$ cat src/design/cfm_regs.svh
// Purpose: Offsets, field positions, reset values and timing counts of the configuration array map
// Assumes: Word addressed APB registers, byte address is four times the index
// Notes: Definitions only
`ifndef CFM_REGS_SVH
`define CFM_REGS_SVH

// ****************************************
// Register indices
// ****************************************
`define CFM_NUM_BYTES 13
`define CFM_IDX_OPTIONS0 4'h0
`define CFM_IDX_OPTIONS1 4'h1
`define CFM_IDX_CODING_AND_TIMEBASE_BYTE 4'h2
`define CFM_IDX_DELAY_AND_RF_PRESCALE_BYTE 4'h3
`define CFM_IDX_RF_AND_IR_PRESCALE_BYTE 4'h4
`define CFM_IDX_INITIAL_ROLLING_CODE 4'h5
`define CFM_IDX_KEY_IDENTITY_VALUE 4'h8
`define CFM_IDX_SYNC_FIELD_VALUE 4'hb
`define CFM_IDX_FACTORY_RESERVED_BYTE 4'hc
`define CFM_IDX_CONTROL 6'h10
`define CFM_IDX_STATUS 6'h11

// ****************************************
// Field positions
// ****************************************
`define CFM_BIT_HOLD_TIMEOUT_EN 4
`define CFM_BIT_DISABLE_HI 1
`define CFM_BIT_DISABLE_LO 0
`define CFM_BIT_LOW_BATT_DETECT_EN 0
`define CFM_BIT_CODING_FAMILY_SEL 7
`define CFM_MSB_CODING_VARIANT_SEL 6
`define CFM_LSB_CODING_VARIANT_SEL 4
`define CFM_BIT_TRANSMIT_POLARITY 3
`define CFM_BIT_BIT_CLOCK_SEL 2
`define CFM_CTRL_BIT_START 0
`define CFM_CTRL_BIT_STOP 1
`define CFM_STAT_BIT_OPERATING 0
`define CFM_STAT_BIT_DISABLED 1
`define CFM_STAT_BIT_LOAD_DONE 2
`define CFM_STAT_BIT_TX_INHIBIT 3
`define CFM_FORMATS_PER_FAMILY 3'h6
`define CFM_NUM_FORMATS 4'hc

// ****************************************
// Reset values and timing
// ****************************************
`define CFM_BYTE_RESET 8'h00
`define CFM_STREAM_BITS 7'h68
`define CFM_HOLD_TIMEOUT_S 64'd80
`define CFM_PCLK_HZ 64'd250000000

`endif

$ cat src/design/cfm_pkg.sv
// Purpose: Types of the configuration array map
// Assumes: Thirteen byte array
// Notes: Widths fixed by the array layout
package cfm_pkg;

  typedef logic [12:0][7:0] cfm_array_type;

  typedef struct packed {
    logic [2:0] sync_clk;
    logic [2:0] sync_dat;
    logic [2:0] sync_en;
    logic filt_clk;
    logic filt_dat;
    logic filt_en;
    logic [6:0] count;
    logic bit_valid;
    logic [3:0] bit_index;
    logic [2:0] bit_pos;
    logic bit_val;
    logic done;
  } cfm_loader_type;

  typedef struct packed {
    cfm_array_type cfg;
    logic operating;
    logic disabled;
    logic load_done;
    logic pready;
    logic pslverr;
    logic [31:0] prdata;
    logic low_batt_detect_en;
    logic coding_family_sel;
    logic [2:0] coding_variant_sel;
    logic [3:0] bit_coding_format;
    logic format_valid;
    logic transmit_polarity;
    logic bit_clock_sel;
    logic [5:0] delay_prescale;
    logic [5:0] rf_clock_prescale;
    logic [5:0] ir_clock_prescale;
    logic [23:0] initial_rolling_code;
    logic [23:0] key_identity_value;
    logic [7:0] sync_field_value;
    logic hold_timeout_en;
    logic tx_out;
    logic bit_tick;
    logic [2:0] key_sync;
    logic key_held;
    logic [35:0] hold_cnt;
    logic tx_inhibit;
  } cfm_core_type;

endpackage : cfm_pkg

$ cat src/design/cfm_serial_loader.sv
// Purpose: Turns the serial programming stream into single bit writes of the array
// Assumes: Programming pins are asynchronous to pclk
// Notes: Each pin passes three flip-flops, a change counts when stages two and three agree
`timescale 1ns/1ns
`include "cfm_regs.svh"

module cfm_serial_loader (
  // Clock and reset
  input wire logic pclk,
  input wire logic presetn,
  // Programming pins
  input wire logic prog_clk,
  input wire logic prog_data,
  input wire logic prog_en,
  // Bit write towards the array
  output logic bit_valid,
  output logic [3:0] bit_index,
  output logic [2:0] bit_pos,
  output logic bit_val,
  output logic done
);
  import cfm_pkg::*;

  cfm_loader_type r;
  cfm_loader_type next_r;

  // ****************************************
  // Next state
  // ****************************************
  always_comb begin
    next_r = r;
    next_r.bit_valid = 1'b0;
    next_r.done = 1'b0;
    next_r.sync_clk = {r.sync_clk[1:0], prog_clk};
    next_r.sync_dat = {r.sync_dat[1:0], prog_data};
    next_r.sync_en = {r.sync_en[1:0], prog_en};
    if (r.sync_clk[1] == r.sync_clk[2]) begin
      next_r.filt_clk = r.sync_clk[2];
    end
    if (r.sync_dat[1] == r.sync_dat[2]) begin
      next_r.filt_dat = r.sync_dat[2];
    end
    if (r.sync_en[1] == r.sync_en[2]) begin
      next_r.filt_en = r.sync_en[2];
    end
    if (!r.filt_en) begin
      next_r.count = 7'h00;
    end else if (next_r.filt_clk && !r.filt_clk && r.count < `CFM_STREAM_BITS) begin
      // first bit lands at MSB of byte 0
      next_r.bit_valid = 1'b1;
      next_r.bit_index = r.count[6:3];
      next_r.bit_pos = 3'h7 - r.count[2:0];
      next_r.bit_val = next_r.filt_dat;
      next_r.count = r.count + 7'h01;
      next_r.done = (r.count == `CFM_STREAM_BITS - 7'h01);
    end
  end

  always_ff @(posedge pclk or negedge presetn) begin
    if (!presetn) begin
      r <= '0;
    end else begin
      r <= next_r;
    end
  end

  assign bit_valid = r.bit_valid;
  assign bit_index = r.bit_index;
  assign bit_pos = r.bit_pos;
  assign bit_val = r.bit_val;
  assign done = r.done;

endmodule : cfm_serial_loader

$ cat src/design/cfm_config_map.sv
// Purpose: Configuration array of the rolling-code encoder, its APB access and its decoded settings
// Assumes: APB master as published, zero wait from the master side
// Notes: Decoded settings latch on start and stay constant while operating
`timescale 1ns/1ns
`include "cfm_regs.svh"

module cfm_config_map #(
  parameter logic [35:0] HOLD_TIMEOUT_CYCLES = 36'(`CFM_HOLD_TIMEOUT_S * `CFM_PCLK_HZ)
) (
  // Clock and reset
  input wire logic pclk,
  input wire logic presetn,
  // APB slave
  input wire logic psel,
  input wire logic penable,
  input wire logic pwrite,
  input wire logic [7:0] paddr,
  input wire logic [31:0] pwdata,
  output logic [31:0] prdata,
  output logic pready,
  output logic pslverr,
  // Serial programming pins
  input wire logic prog_clk,
  input wire logic prog_data,
  input wire logic prog_en,
  // Transmit path
  input wire logic key_pin,
  input wire logic tx_active,
  input wire logic tx_data,
  input wire logic ir_tick,
  input wire logic rf_tick,
  output logic tx_out,
  output logic bit_tick,
  // Decoded settings
  output logic operating,
  output logic chip_disabled,
  output logic low_batt_detect_en,
  output logic coding_family_sel,
  output logic [2:0] coding_variant_sel,
  output logic [3:0] bit_coding_format,
  output logic format_valid,
  output logic transmit_polarity,
  output logic bit_clock_sel,
  output logic [5:0] delay_prescale,
  output logic [5:0] rf_clock_prescale,
  output logic [5:0] ir_clock_prescale,
  output logic [23:0] initial_rolling_code,
  output logic [23:0] key_identity_value,
  output logic [7:0] sync_field_value,
  output logic hold_timeout_en,
  output logic tx_inhibit
);
  import cfm_pkg::*;

  // State
  cfm_core_type r;
  cfm_core_type next_r;
  // Loader bit write
  logic ld_valid;
  logic [3:0] ld_index;
  logic [2:0] ld_pos;
  logic ld_val;
  logic ld_done;

  // ****************************************
  // Serial loader
  // ****************************************
  cfm_serial_loader u_loader (
    .pclk(pclk),
    .presetn(presetn),
    .prog_clk(prog_clk),
    .prog_data(prog_data),
    .prog_en(prog_en),
    .bit_valid(ld_valid),
    .bit_index(ld_index),
    .bit_pos(ld_pos),
    .bit_val(ld_val),
    .done(ld_done)
  );

  // ****************************************
  // Helpers
  // ****************************************
  function automatic logic index_is_byte(input logic [5:0] idx);
    index_is_byte = (idx < 6'(`CFM_NUM_BYTES));
  endfunction : index_is_byte

  function automatic logic [4:0] coding_format(input logic family, input logic [2:0] variant);
    logic [3:0] fmt;
    logic ok;
    fmt = {1'b0, variant};
    ok = (variant < `CFM_FORMATS_PER_FAMILY);
    if (!family) begin
      fmt = {1'b0, variant} + {1'b0, `CFM_FORMATS_PER_FAMILY};
    end
    coding_format = {ok, fmt};
  endfunction : coding_format

  function automatic logic [23:0] field24(input cfm_array_type a, input logic [3:0] first);
    field24 = {a[first], a[first + 4'h1], a[first + 4'h2]};
  endfunction : field24

  function automatic logic [31:0] status_word(input logic op, input logic dis, input logic ld, input logic inh);
    status_word = 32'h00000000;
    status_word[`CFM_STAT_BIT_OPERATING] = op;
    status_word[`CFM_STAT_BIT_DISABLED] = dis;
    status_word[`CFM_STAT_BIT_LOAD_DONE] = ld;
    status_word[`CFM_STAT_BIT_TX_INHIBIT] = inh;
  endfunction : status_word

  // ****************************************
  // Next state
  // ****************************************
  always_comb begin
    logic [5:0] idx;
    logic setup;
    logic access;
    logic [4:0] fmt;
    cfm_array_type c;
    logic wr_ok;

    idx = paddr[7:2];
    setup = psel && !penable;
    access = psel && penable && r.pready;
    wr_ok = access && pwrite && !r.pslverr;
    fmt = 5'h00;
    c = r.cfg;
    next_r = r;
    next_r.pready = 1'b0;

    // ****************************************
    // APB setup: answer prepared for the first access cycle
    // ****************************************
    if (setup) begin
      next_r.pready = 1'b1;
      next_r.pslverr = 1'b0;
      next_r.prdata = 32'h00000000;
      if (paddr[1:0] != 2'h0) begin
        next_r.pslverr = 1'b1;
      end else if (index_is_byte(idx)) begin
        // reserved byte reads back, feeds no setting
        next_r.prdata = {24'h000000, r.cfg[idx[3:0]]};
        next_r.pslverr = pwrite && (r.operating || r.disabled);
      end else if (idx == `CFM_IDX_STATUS) begin
        next_r.prdata = status_word(r.operating, r.disabled, r.load_done, r.tx_inhibit);
        next_r.pslverr = pwrite;
      end else if (idx != `CFM_IDX_CONTROL) begin
        next_r.pslverr = 1'b1;
      end
    end

    // ****************************************
    // Array writes, refused while operating or disabled
    // ****************************************
    if (wr_ok && index_is_byte(idx)) begin
      next_r.cfg[idx[3:0]] = pwdata[7:0];
    end
    // serial bit stored at its own position
    if (ld_valid && !r.operating && !r.disabled) begin
      next_r.cfg[ld_index][ld_pos] = ld_val;
    end
    // Load done: set after the last bit, cleared by a new stream
    if (ld_done) begin
      next_r.load_done = 1'b1;
    end
    if (ld_valid && ld_index == 4'h0 && ld_pos == 3'h7) begin
      next_r.load_done = 1'b0;
    end

    // ****************************************
    // Control: start decodes the array, stop returns to programming
    // ****************************************
    if (wr_ok && idx == `CFM_IDX_CONTROL) begin
      if (pwdata[`CFM_CTRL_BIT_STOP]) begin
        next_r.operating = 1'b0;
      end else if (pwdata[`CFM_CTRL_BIT_START] && !r.operating && !r.disabled) begin
        // both disable bits set kill the chip at this power-up
        if (c[`CFM_IDX_OPTIONS0][`CFM_BIT_DISABLE_HI] &&
            c[`CFM_IDX_OPTIONS0][`CFM_BIT_DISABLE_LO]) begin
          next_r.disabled = 1'b1;
        end else begin
          next_r.operating = 1'b1;
          next_r.low_batt_detect_en = c[`CFM_IDX_OPTIONS1][`CFM_BIT_LOW_BATT_DETECT_EN];
          next_r.coding_family_sel = c[`CFM_IDX_CODING_AND_TIMEBASE_BYTE][`CFM_BIT_CODING_FAMILY_SEL];
          next_r.coding_variant_sel =
            c[`CFM_IDX_CODING_AND_TIMEBASE_BYTE][`CFM_MSB_CODING_VARIANT_SEL:`CFM_LSB_CODING_VARIANT_SEL];
          fmt = coding_format(next_r.coding_family_sel, next_r.coding_variant_sel);
          next_r.bit_coding_format = fmt[3:0];
          next_r.format_valid = fmt[4];
          next_r.transmit_polarity = c[`CFM_IDX_CODING_AND_TIMEBASE_BYTE][`CFM_BIT_TRANSMIT_POLARITY];
          next_r.bit_clock_sel = c[`CFM_IDX_CODING_AND_TIMEBASE_BYTE][`CFM_BIT_BIT_CLOCK_SEL];
          next_r.delay_prescale =
            {c[`CFM_IDX_CODING_AND_TIMEBASE_BYTE][1:0], c[`CFM_IDX_DELAY_AND_RF_PRESCALE_BYTE][7:4]};
          next_r.rf_clock_prescale =
            {c[`CFM_IDX_DELAY_AND_RF_PRESCALE_BYTE][3:0], c[`CFM_IDX_RF_AND_IR_PRESCALE_BYTE][7:6]};
          next_r.ir_clock_prescale = c[`CFM_IDX_RF_AND_IR_PRESCALE_BYTE][5:0];
          next_r.initial_rolling_code = field24(c, `CFM_IDX_INITIAL_ROLLING_CODE);
          next_r.key_identity_value = field24(c, `CFM_IDX_KEY_IDENTITY_VALUE);
          next_r.sync_field_value = c[`CFM_IDX_SYNC_FIELD_VALUE];
          next_r.hold_timeout_en = c[`CFM_IDX_OPTIONS0][`CFM_BIT_HOLD_TIMEOUT_EN];
        end
      end
    end

    // ****************************************
    // Key pin: three stages, change counts when the last two agree
    // ****************************************
    next_r.key_sync = {r.key_sync[1:0], key_pin};
    if (r.key_sync[1] == r.key_sync[2]) begin
      next_r.key_held = r.key_sync[2];
    end
    // key held past the timeout inhibits transmission
    if (!r.key_held || !r.operating) begin
      next_r.hold_cnt = 36'h000000000;
      next_r.tx_inhibit = 1'b0;
    end else if (r.hold_cnt < HOLD_TIMEOUT_CYCLES) begin
      next_r.hold_cnt = r.hold_cnt + 36'h000000001;
    end else if (r.hold_timeout_en) begin
      next_r.tx_inhibit = 1'b1;
    end

    // ****************************************
    // Transmit path
    // ****************************************
    // idle and data level set by polarity
    next_r.tx_out = ((r.operating && tx_active && !r.tx_inhibit) ? tx_data : 1'b0) ^ r.transmit_polarity;
    // bit time base from IR or RF clock
    next_r.bit_tick = r.operating && (r.bit_clock_sel ? ir_tick : rf_tick);
  end

  // ****************************************
  // State register
  // ****************************************
  always_ff @(posedge pclk or negedge presetn) begin
    if (!presetn) begin
      r <= '0;
    end else begin
      r <= next_r;
    end
  end

  // ****************************************
  // Outputs
  // ****************************************
  // APB answer
  assign prdata = r.prdata;
  assign pready = r.pready;
  assign pslverr = r.pslverr;

  // Transmit path
  assign tx_out = r.tx_out;
  assign bit_tick = r.bit_tick;

  // Decoded settings
  assign operating = r.operating;
  assign chip_disabled = r.disabled;
  assign low_batt_detect_en = r.low_batt_detect_en;
  assign coding_family_sel = r.coding_family_sel;
  assign coding_variant_sel = r.coding_variant_sel;
  assign bit_coding_format = r.bit_coding_format;
  assign format_valid = r.format_valid;
  assign transmit_polarity = r.transmit_polarity;
  assign bit_clock_sel = r.bit_clock_sel;
  assign delay_prescale = r.delay_prescale;
  assign rf_clock_prescale = r.rf_clock_prescale;
  assign ir_clock_prescale = r.ir_clock_prescale;
  assign initial_rolling_code = r.initial_rolling_code;
  assign key_identity_value = r.key_identity_value;
  assign sync_field_value = r.sync_field_value;
  assign hold_timeout_en = r.hold_timeout_en;
  assign tx_inhibit = r.tx_inhibit;

endmodule : cfm_config_map

$ cat config.mk
export PLATFORM = sky130hd
export DESIGN_NAME = cfm_config_map
export DESIGN_NICKNAME = d
export VERILOG_FILES = /design/src/design/cfm_pkg.sv /design/src/design/cfm_serial_loader.sv /design/src/design/cfm_config_map.sv
export VERILOG_INCLUDE_DIRS = /design/src /design/src/design
export SDC_FILE = /design/constraint.sdc
export NUM_CORES = 1
export LEC_CHECK = 0
export BUFFER_PORTS_ARGS = -buffer_cell sky130_fd_sc_hd__buf_2
export CAP_MARGIN = 20
export CORE_ASPECT_RATIO = 0.9
export CORE_MARGIN = 5
export CORE_UTILIZATION = 50
export DETAILED_ROUTE_END_ITERATION = 12
export GPL_TIMING_DRIVEN = 1
export PLACE_DENSITY = 0.7
export SLEW_MARGIN = 10
export SYNTH_ARGS = -nofsm -noshare
export SYNTH_HDL_FRONTEND = slang
export SYNTH_SLANG_ARGS = --single-unit
$ cat constraint.sdc
create_clock -name pclk -period 4.45 [get_ports pclk]
set_input_delay 0.445 -clock pclk [delete_from_list [all_inputs] [get_ports pclk]]
set_output_delay 0.445 -clock pclk [all_outputs]
set_load 0.1 [all_outputs]
Word level (Yosys, flattened, before mapping):

Cells that the tools add are included.

* register bits: 300
* logic and storage cells: 160

* $add $sub $neg: 4
* magnitude comparators: 10
* equality and inequality tests: 12
* muxes and demuxes: 37
* bitwise operators: 3
* reduce and logical (&&, ||, !) cells: 43

Operators with widths (number)
* 104-bit bitwise mux: 2
* 104-bit 2-to-1 mux: 2
* 8-bit demux with 4-bit select: 2
* 37-bit 2-to-1 mux: 1
* 36-bit by 1-bit adder with 36-bit output, second input constant: 1
* 36-bit by 35-bit less-than comparator with 1-bit output, second input constant: 1
* 36-bit 2-to-1 mux: 1
* 34-bit 2-to-1 mux: 1
* 33-bit 2-to-1 mux: 1
* 8-bit binary-select mux with 4-bit select: 1
* 32-bit 2-to-1 mux: 1
* 8-bit 2-to-1 mux: 3
* 1-bit logical AND: 23
* 17-bit 2-to-1 mux: 1
* 1-bit 2-to-1 mux: 15
* 6-bit by 5-bit == test with 1-bit output, second input constant: 2
* 4-bit by 5-bit less-than comparator with 1-bit output, second input constant: 2
* 10-bit 2-to-1 mux: 1
* 2-bit nonzero test: 5
* 4-bit by 1-bit greater-or-equal comparator with 1-bit output, second input constant: 2
* 4-bit 2-to-1 mux: 2
* 4-bit AND reduction: 2
* 7-bit by 1-bit adder with 7-bit output, second input constant: 1
* 7-bit == test, second input constant: 1
* 21 further kinds: 35

Depth between registers and ports, before layout:

* word-level depth: 8
* mapped depth: 10
* mapped depth without buffers: 6

Cells and area by module:

Synthesis repeated with hierarchy kept, for this count alone.

* cell total of the unflattened synthesis: 1333
* area total of the unflattened synthesis: 14517.7 um^2

Modules (own cells, without submodules)
* cfm_config_map: times used 1, cells an instance 1245, area an instance 13347.8 um^2, sequential area each 6155.9 um^2
* cfm_serial_loader: times used 1, cells an instance 88, area an instance 1169.9 um^2, sequential area each 725.7 um^2

Worst setup path before layout:

Ideal clock, no wire load.

* kind: register -> register
* start point: register r (netlist bit pready)
* end point: register r[248] in the netlist's numbering
* setup time: 150 ps
* arrival: 2379 ps
* required time: 4300 ps
* setup slack: 1921 ps
* cell stages (with the launch flop): 8
* clock period less this slack: 2529 ps
* path through: dfrtp_1 > nand4_1 > nor2_1 > nand4b_1 > or2_2 > clkbuf_1 > a21oi_1 > a21oi_1

RTL lines
* start, declared: line cfm_config_map.sv:56 `cfm_core_type r;`
* start signal, assigned: line cfm_config_map.sv:238 `r <= next_r;`

Final worst setup path:

* start point: register r[14] in the netlist's numbering
* end point: register r[25] in the netlist's numbering

* longest elaborated chain between the ends: 3
* elaborated cells on any way between the ends: 5
* those cells by class: add/sub: 1; order compare: 1; mux: 2; reduce/logical: 1

Ends and longest elaborated chain
* 36-bit by 1-bit adder with 36-bit output: line cfm_config_map.sv:217 `next_r.hold_cnt = r.hold_cnt + 36'h000000001;`
* 36-bit 2-to-1 mux: line cfm_config_map.sv:216 `end else if (r.hold_cnt < HOLD_TIMEOUT_CYCLES) begin`
* 37-bit 2-to-1 mux: line cfm_config_map.sv:213 `if (!r.key_held || !r.operating) begin`

Parallel ways exist; a longest one is shown, timed or not. The select of a mux whose other input is x is not followed.
A chain may end at the register's enable or synchronous reset.

==> metrics.cfg <==
[status]
status = complete, but fails checks
failed_checks = negative hold slack

[cts]
htree_levels = 1
cts-root-buf = clkbuf_16
cts_buffers = 29
cts_post_setup_buffers_inserted = 0
clock_latency_ns = 0.56
cts_tree = done
clkSinkCount = 275
clk_pin_slew_ns = 0.06
clockBufferDepth = 3

[sta]
hold_viol_final = 21
fmax_mhz = 346
period_minus_slack_ns = 2.89
maxSlewViolCount = 0
hold_slack_ns = -0.0603
finalSetupTns_ns = 0
worst_pin_slew_ns = 1.18
fin_skew_ns = 0.0233
slew_headroom_pct = 20.7
rsz0062_at_grt = false
fin_crit_sh_pct = 64.9
setup_viol = 0

[finish]
multi_input_area_mm2 = 0.00612
final_nets = 1424
drive_above_1_share_pct = 22.9
fillers = 2407
register_area_mm2 = 0.00688
fin_cells = 1750
syn_to_final_growth_pct = 8.50

[routing]
vias = 10800
vias_per_cell = 6.15
drc = 0
drt_wl_total_mm = 38.7
drt-initial-drc-count = 1263
wire_per_inst_um = 22.1
ant_nets = 0
first_pass_iters = 5

[setup_path]
regToRegStartpoint = r[14]$_DFFE_PN0P_
r2r-end = r[25]$_DFFE_PN0P_
r2r_slack_ns = 1.56
crit_end = r[25]$_DFFE_PN0P_
path_class = flop to flop
required_ns = 4.92
cp.arrival_ns = 3.36
start_kind = flop
end_kind = flop
startpoint = r[14]$_DFFE_PN0P_
r2r_cells = 7
path_max_fanout = 37

[die]
rows = 58
die_w_um = 187
die-area_mm2 = 0.0317
core_area_mm2 = 0.0279
die_height_um = 169
io_pins = 179
initial_core_util_pct = 50.6

[yosys]
synthArstFlopShare_pct = 100
synth-seq-area-share_pct = 48.7
yosysMostFrequentCell = dfrtp_1
synth.distinct_cells = 66
yosys-top-cells-area = dfrtp_1, mux2_2, buf_4
ys_top_cells_by_count = dfrtp_1, nand2_1, a21oi_1
synth.avg_cell_area_um2 = 10.4
synth_top_area_cell = dfrtp_1
synth_top_area_share_pct = 48.7
yosys_warnings = 0
syn_inst = 1357
netlist_area_mm2 = 0.0141
synth_seq_cells = 275
yosys_most_used_dff = dfrtp_1
synth_edf_count = 0

[global_route]
grt_usage_pct = 23.7
grt_max_degree = 122
grt_pass1_wl_mm = 60.1
grt.overflow.total = 0
grt_pass1_vias = 10300
grt_antenna_before_repair = 7

[placement]
portBuffers = 130
hpwl_mm = 26.0
dp_cells = 1691
place.gp.congestion = 0.911

[power_and_ir_drop]
power_leakage_uw = 0.00671
peakVddDrop_uv = 311
p_per_area_mw_per_mm2 = 372

[job]
cap_violations = 0

[worst_hold_path]
hp-class = input pin to asynchronous set/reset pin

## timing repair
item	in CTS	in global routing
endpoints found under the hold margin	4	0
hold buffers	4	0
gates resized for setup	0	0
setup endpoints to repair	0	0
## final cells by class
type / instances / area share (%)
tap: 360 / 2.94
inverter: 7 / 0.171
clock inverter: 9 / 0.972
multi-input combinational: 906 / 40.0
clock buffer: 42 / 5.58
timing repair buffer: 148 / 5.42
sequential: 275 / 44.9
antenna: 3 / 0.0490
## state kept, by name (all words and copies together) (netlist names), 2 cells and up
name                  flops
u_loader.next_r           6
sync_field_value          8
rf_clock_prescale         6
next_r                    2
ir_clock_prescale         6
initial_rolling_code     24
bit_coding_format         3
u_loader.bit_index        4
prdata                    8
r                       143
key_identity_value       24
coding_variant_sel        3
u_loader.r               13
u_loader.bit_pos          3
delay_prescale            6
## where the power goes
group          switching [µW]  total [µW]  internal [µW]  leakage (µW)
clock network             996        2550           1550      0.000498
registers                87.3        2650           2570       0.00343
logic                     375         504            129       0.00279
## how the worst min path moves through the flow
stage / cells past startpoint / to / startpoint
after floorplan: 0 / bit_clock_sel$_DFFE_PN0P_ / presetn
after global placement: 0 / u_loader.next_r[22]$_DFF_PN0_ / u_loader.next_r[21]$_DFF_PN0_
after detailed placement: 0 / u_loader.next_r[22]$_DFF_PN0_ / u_loader.next_r[21]$_DFF_PN0_
after CTS: 1 / r[26]$_DFFE_PN0P_ / presetn
after global routing: 1 / r[27]$_DFFE_PN0P_ / presetn
final: 1 / r[26]$_DFFE_PN0P_ / presetn
## critical path, cell delays in order (launching register included)
cell	delay [ns]
dfrtp_1	0.41
or3_1	0.39
a41oi_1	0.24
and4bb_1	0.26
a21o_1	0.45
buf_4	0.38
or4_1	0.52
a21oi_1	0.15
## layer usage
metal / track usage, % / part of all wire [%]
met1: 35.4 / 43
met3: 6.31 / 11
met5: 0 / 0.12
met2: 34.5 / 43
met4: 6.36 / 3.0
## cell families after synthesis
| logic type | after synthesis | synth area share (%) |
|---|---|---|
| AOI/OAI and AO/OA | 296 | 12.6 |
| DFF | 275 | 48.7 |
| other | 1 | 0.0266 |
| adders and majority gates | 8 | 0.638 |
| buffers and inverters | 199 | 8.53 |
| muxes | 174 | 15.2 |
| xor gates and xnor gates | 8 | 0.496 |
| and+or+nand+nor | 396 | 13.8 |
## through the flow
| stage | util, % | setup WS, ns | power, µW | area (µm²) | hold slack (ns) |
|---|---|---|---|---|---|
| after CTS | 54.8 | 1.56 | 5740 | 15300 | 0.0268 |
| after global placement | 51.1 | 1.40 | 3180 | 14300 | 0.333 |
| after global routing | 54.8 | 1.44 | 5880 | 15300 | 0.0540 |
| after floorplan | - | 1.92 | 3030 | 14200 | 0.149 |
| after detailed placement | 51.1 | 1.32 | 3190 | 14300 | 0.337 |
| final | 54.8 | 1.56 | 5710 | 15300 | -0.0603 |
## cell usage in the layout (no fill, tap or decap), types with 6 or more instances in the layout
| cell type | count |
|---|---|
| conb_1 | 24 |
| or4_1 | 15 |
| nor2_1 | 98 |
| buf_4 | 11 |
| nand2b_1 | 11 |
| buf_2 | 129 |
| inv_1 | 7 |
| mux4_2 | 24 |
| nand2_1 | 142 |
| o21ai_1 | 6 |
| clkbuf_16 | 29 |
| dfrtp_1 | 275 |
| o22ai_1 | 22 |
| clkbuf_8 | 8 |
| nand4_1 | 10 |
| or3_1 | 21 |
| o211ai_1 | 6 |
| and3_1 | 13 |
| mux2_2 | 85 |
| a22o_1 | 8 |
| nor2b_1 | 9 |
| nand3_1 | 17 |
| a21oi_1 | 117 |
| a32o_1 | 16 |
| mux2i_1 | 65 |
| a22oi_1 | 8 |
| o21ai_0 | 73 |
| and4_1 | 6 |
| or2_2 | 8 |
| and2_1 | 11 |
| nor3_1 | 10 |
Note: power is estimated with default switching activity, not from simulation.
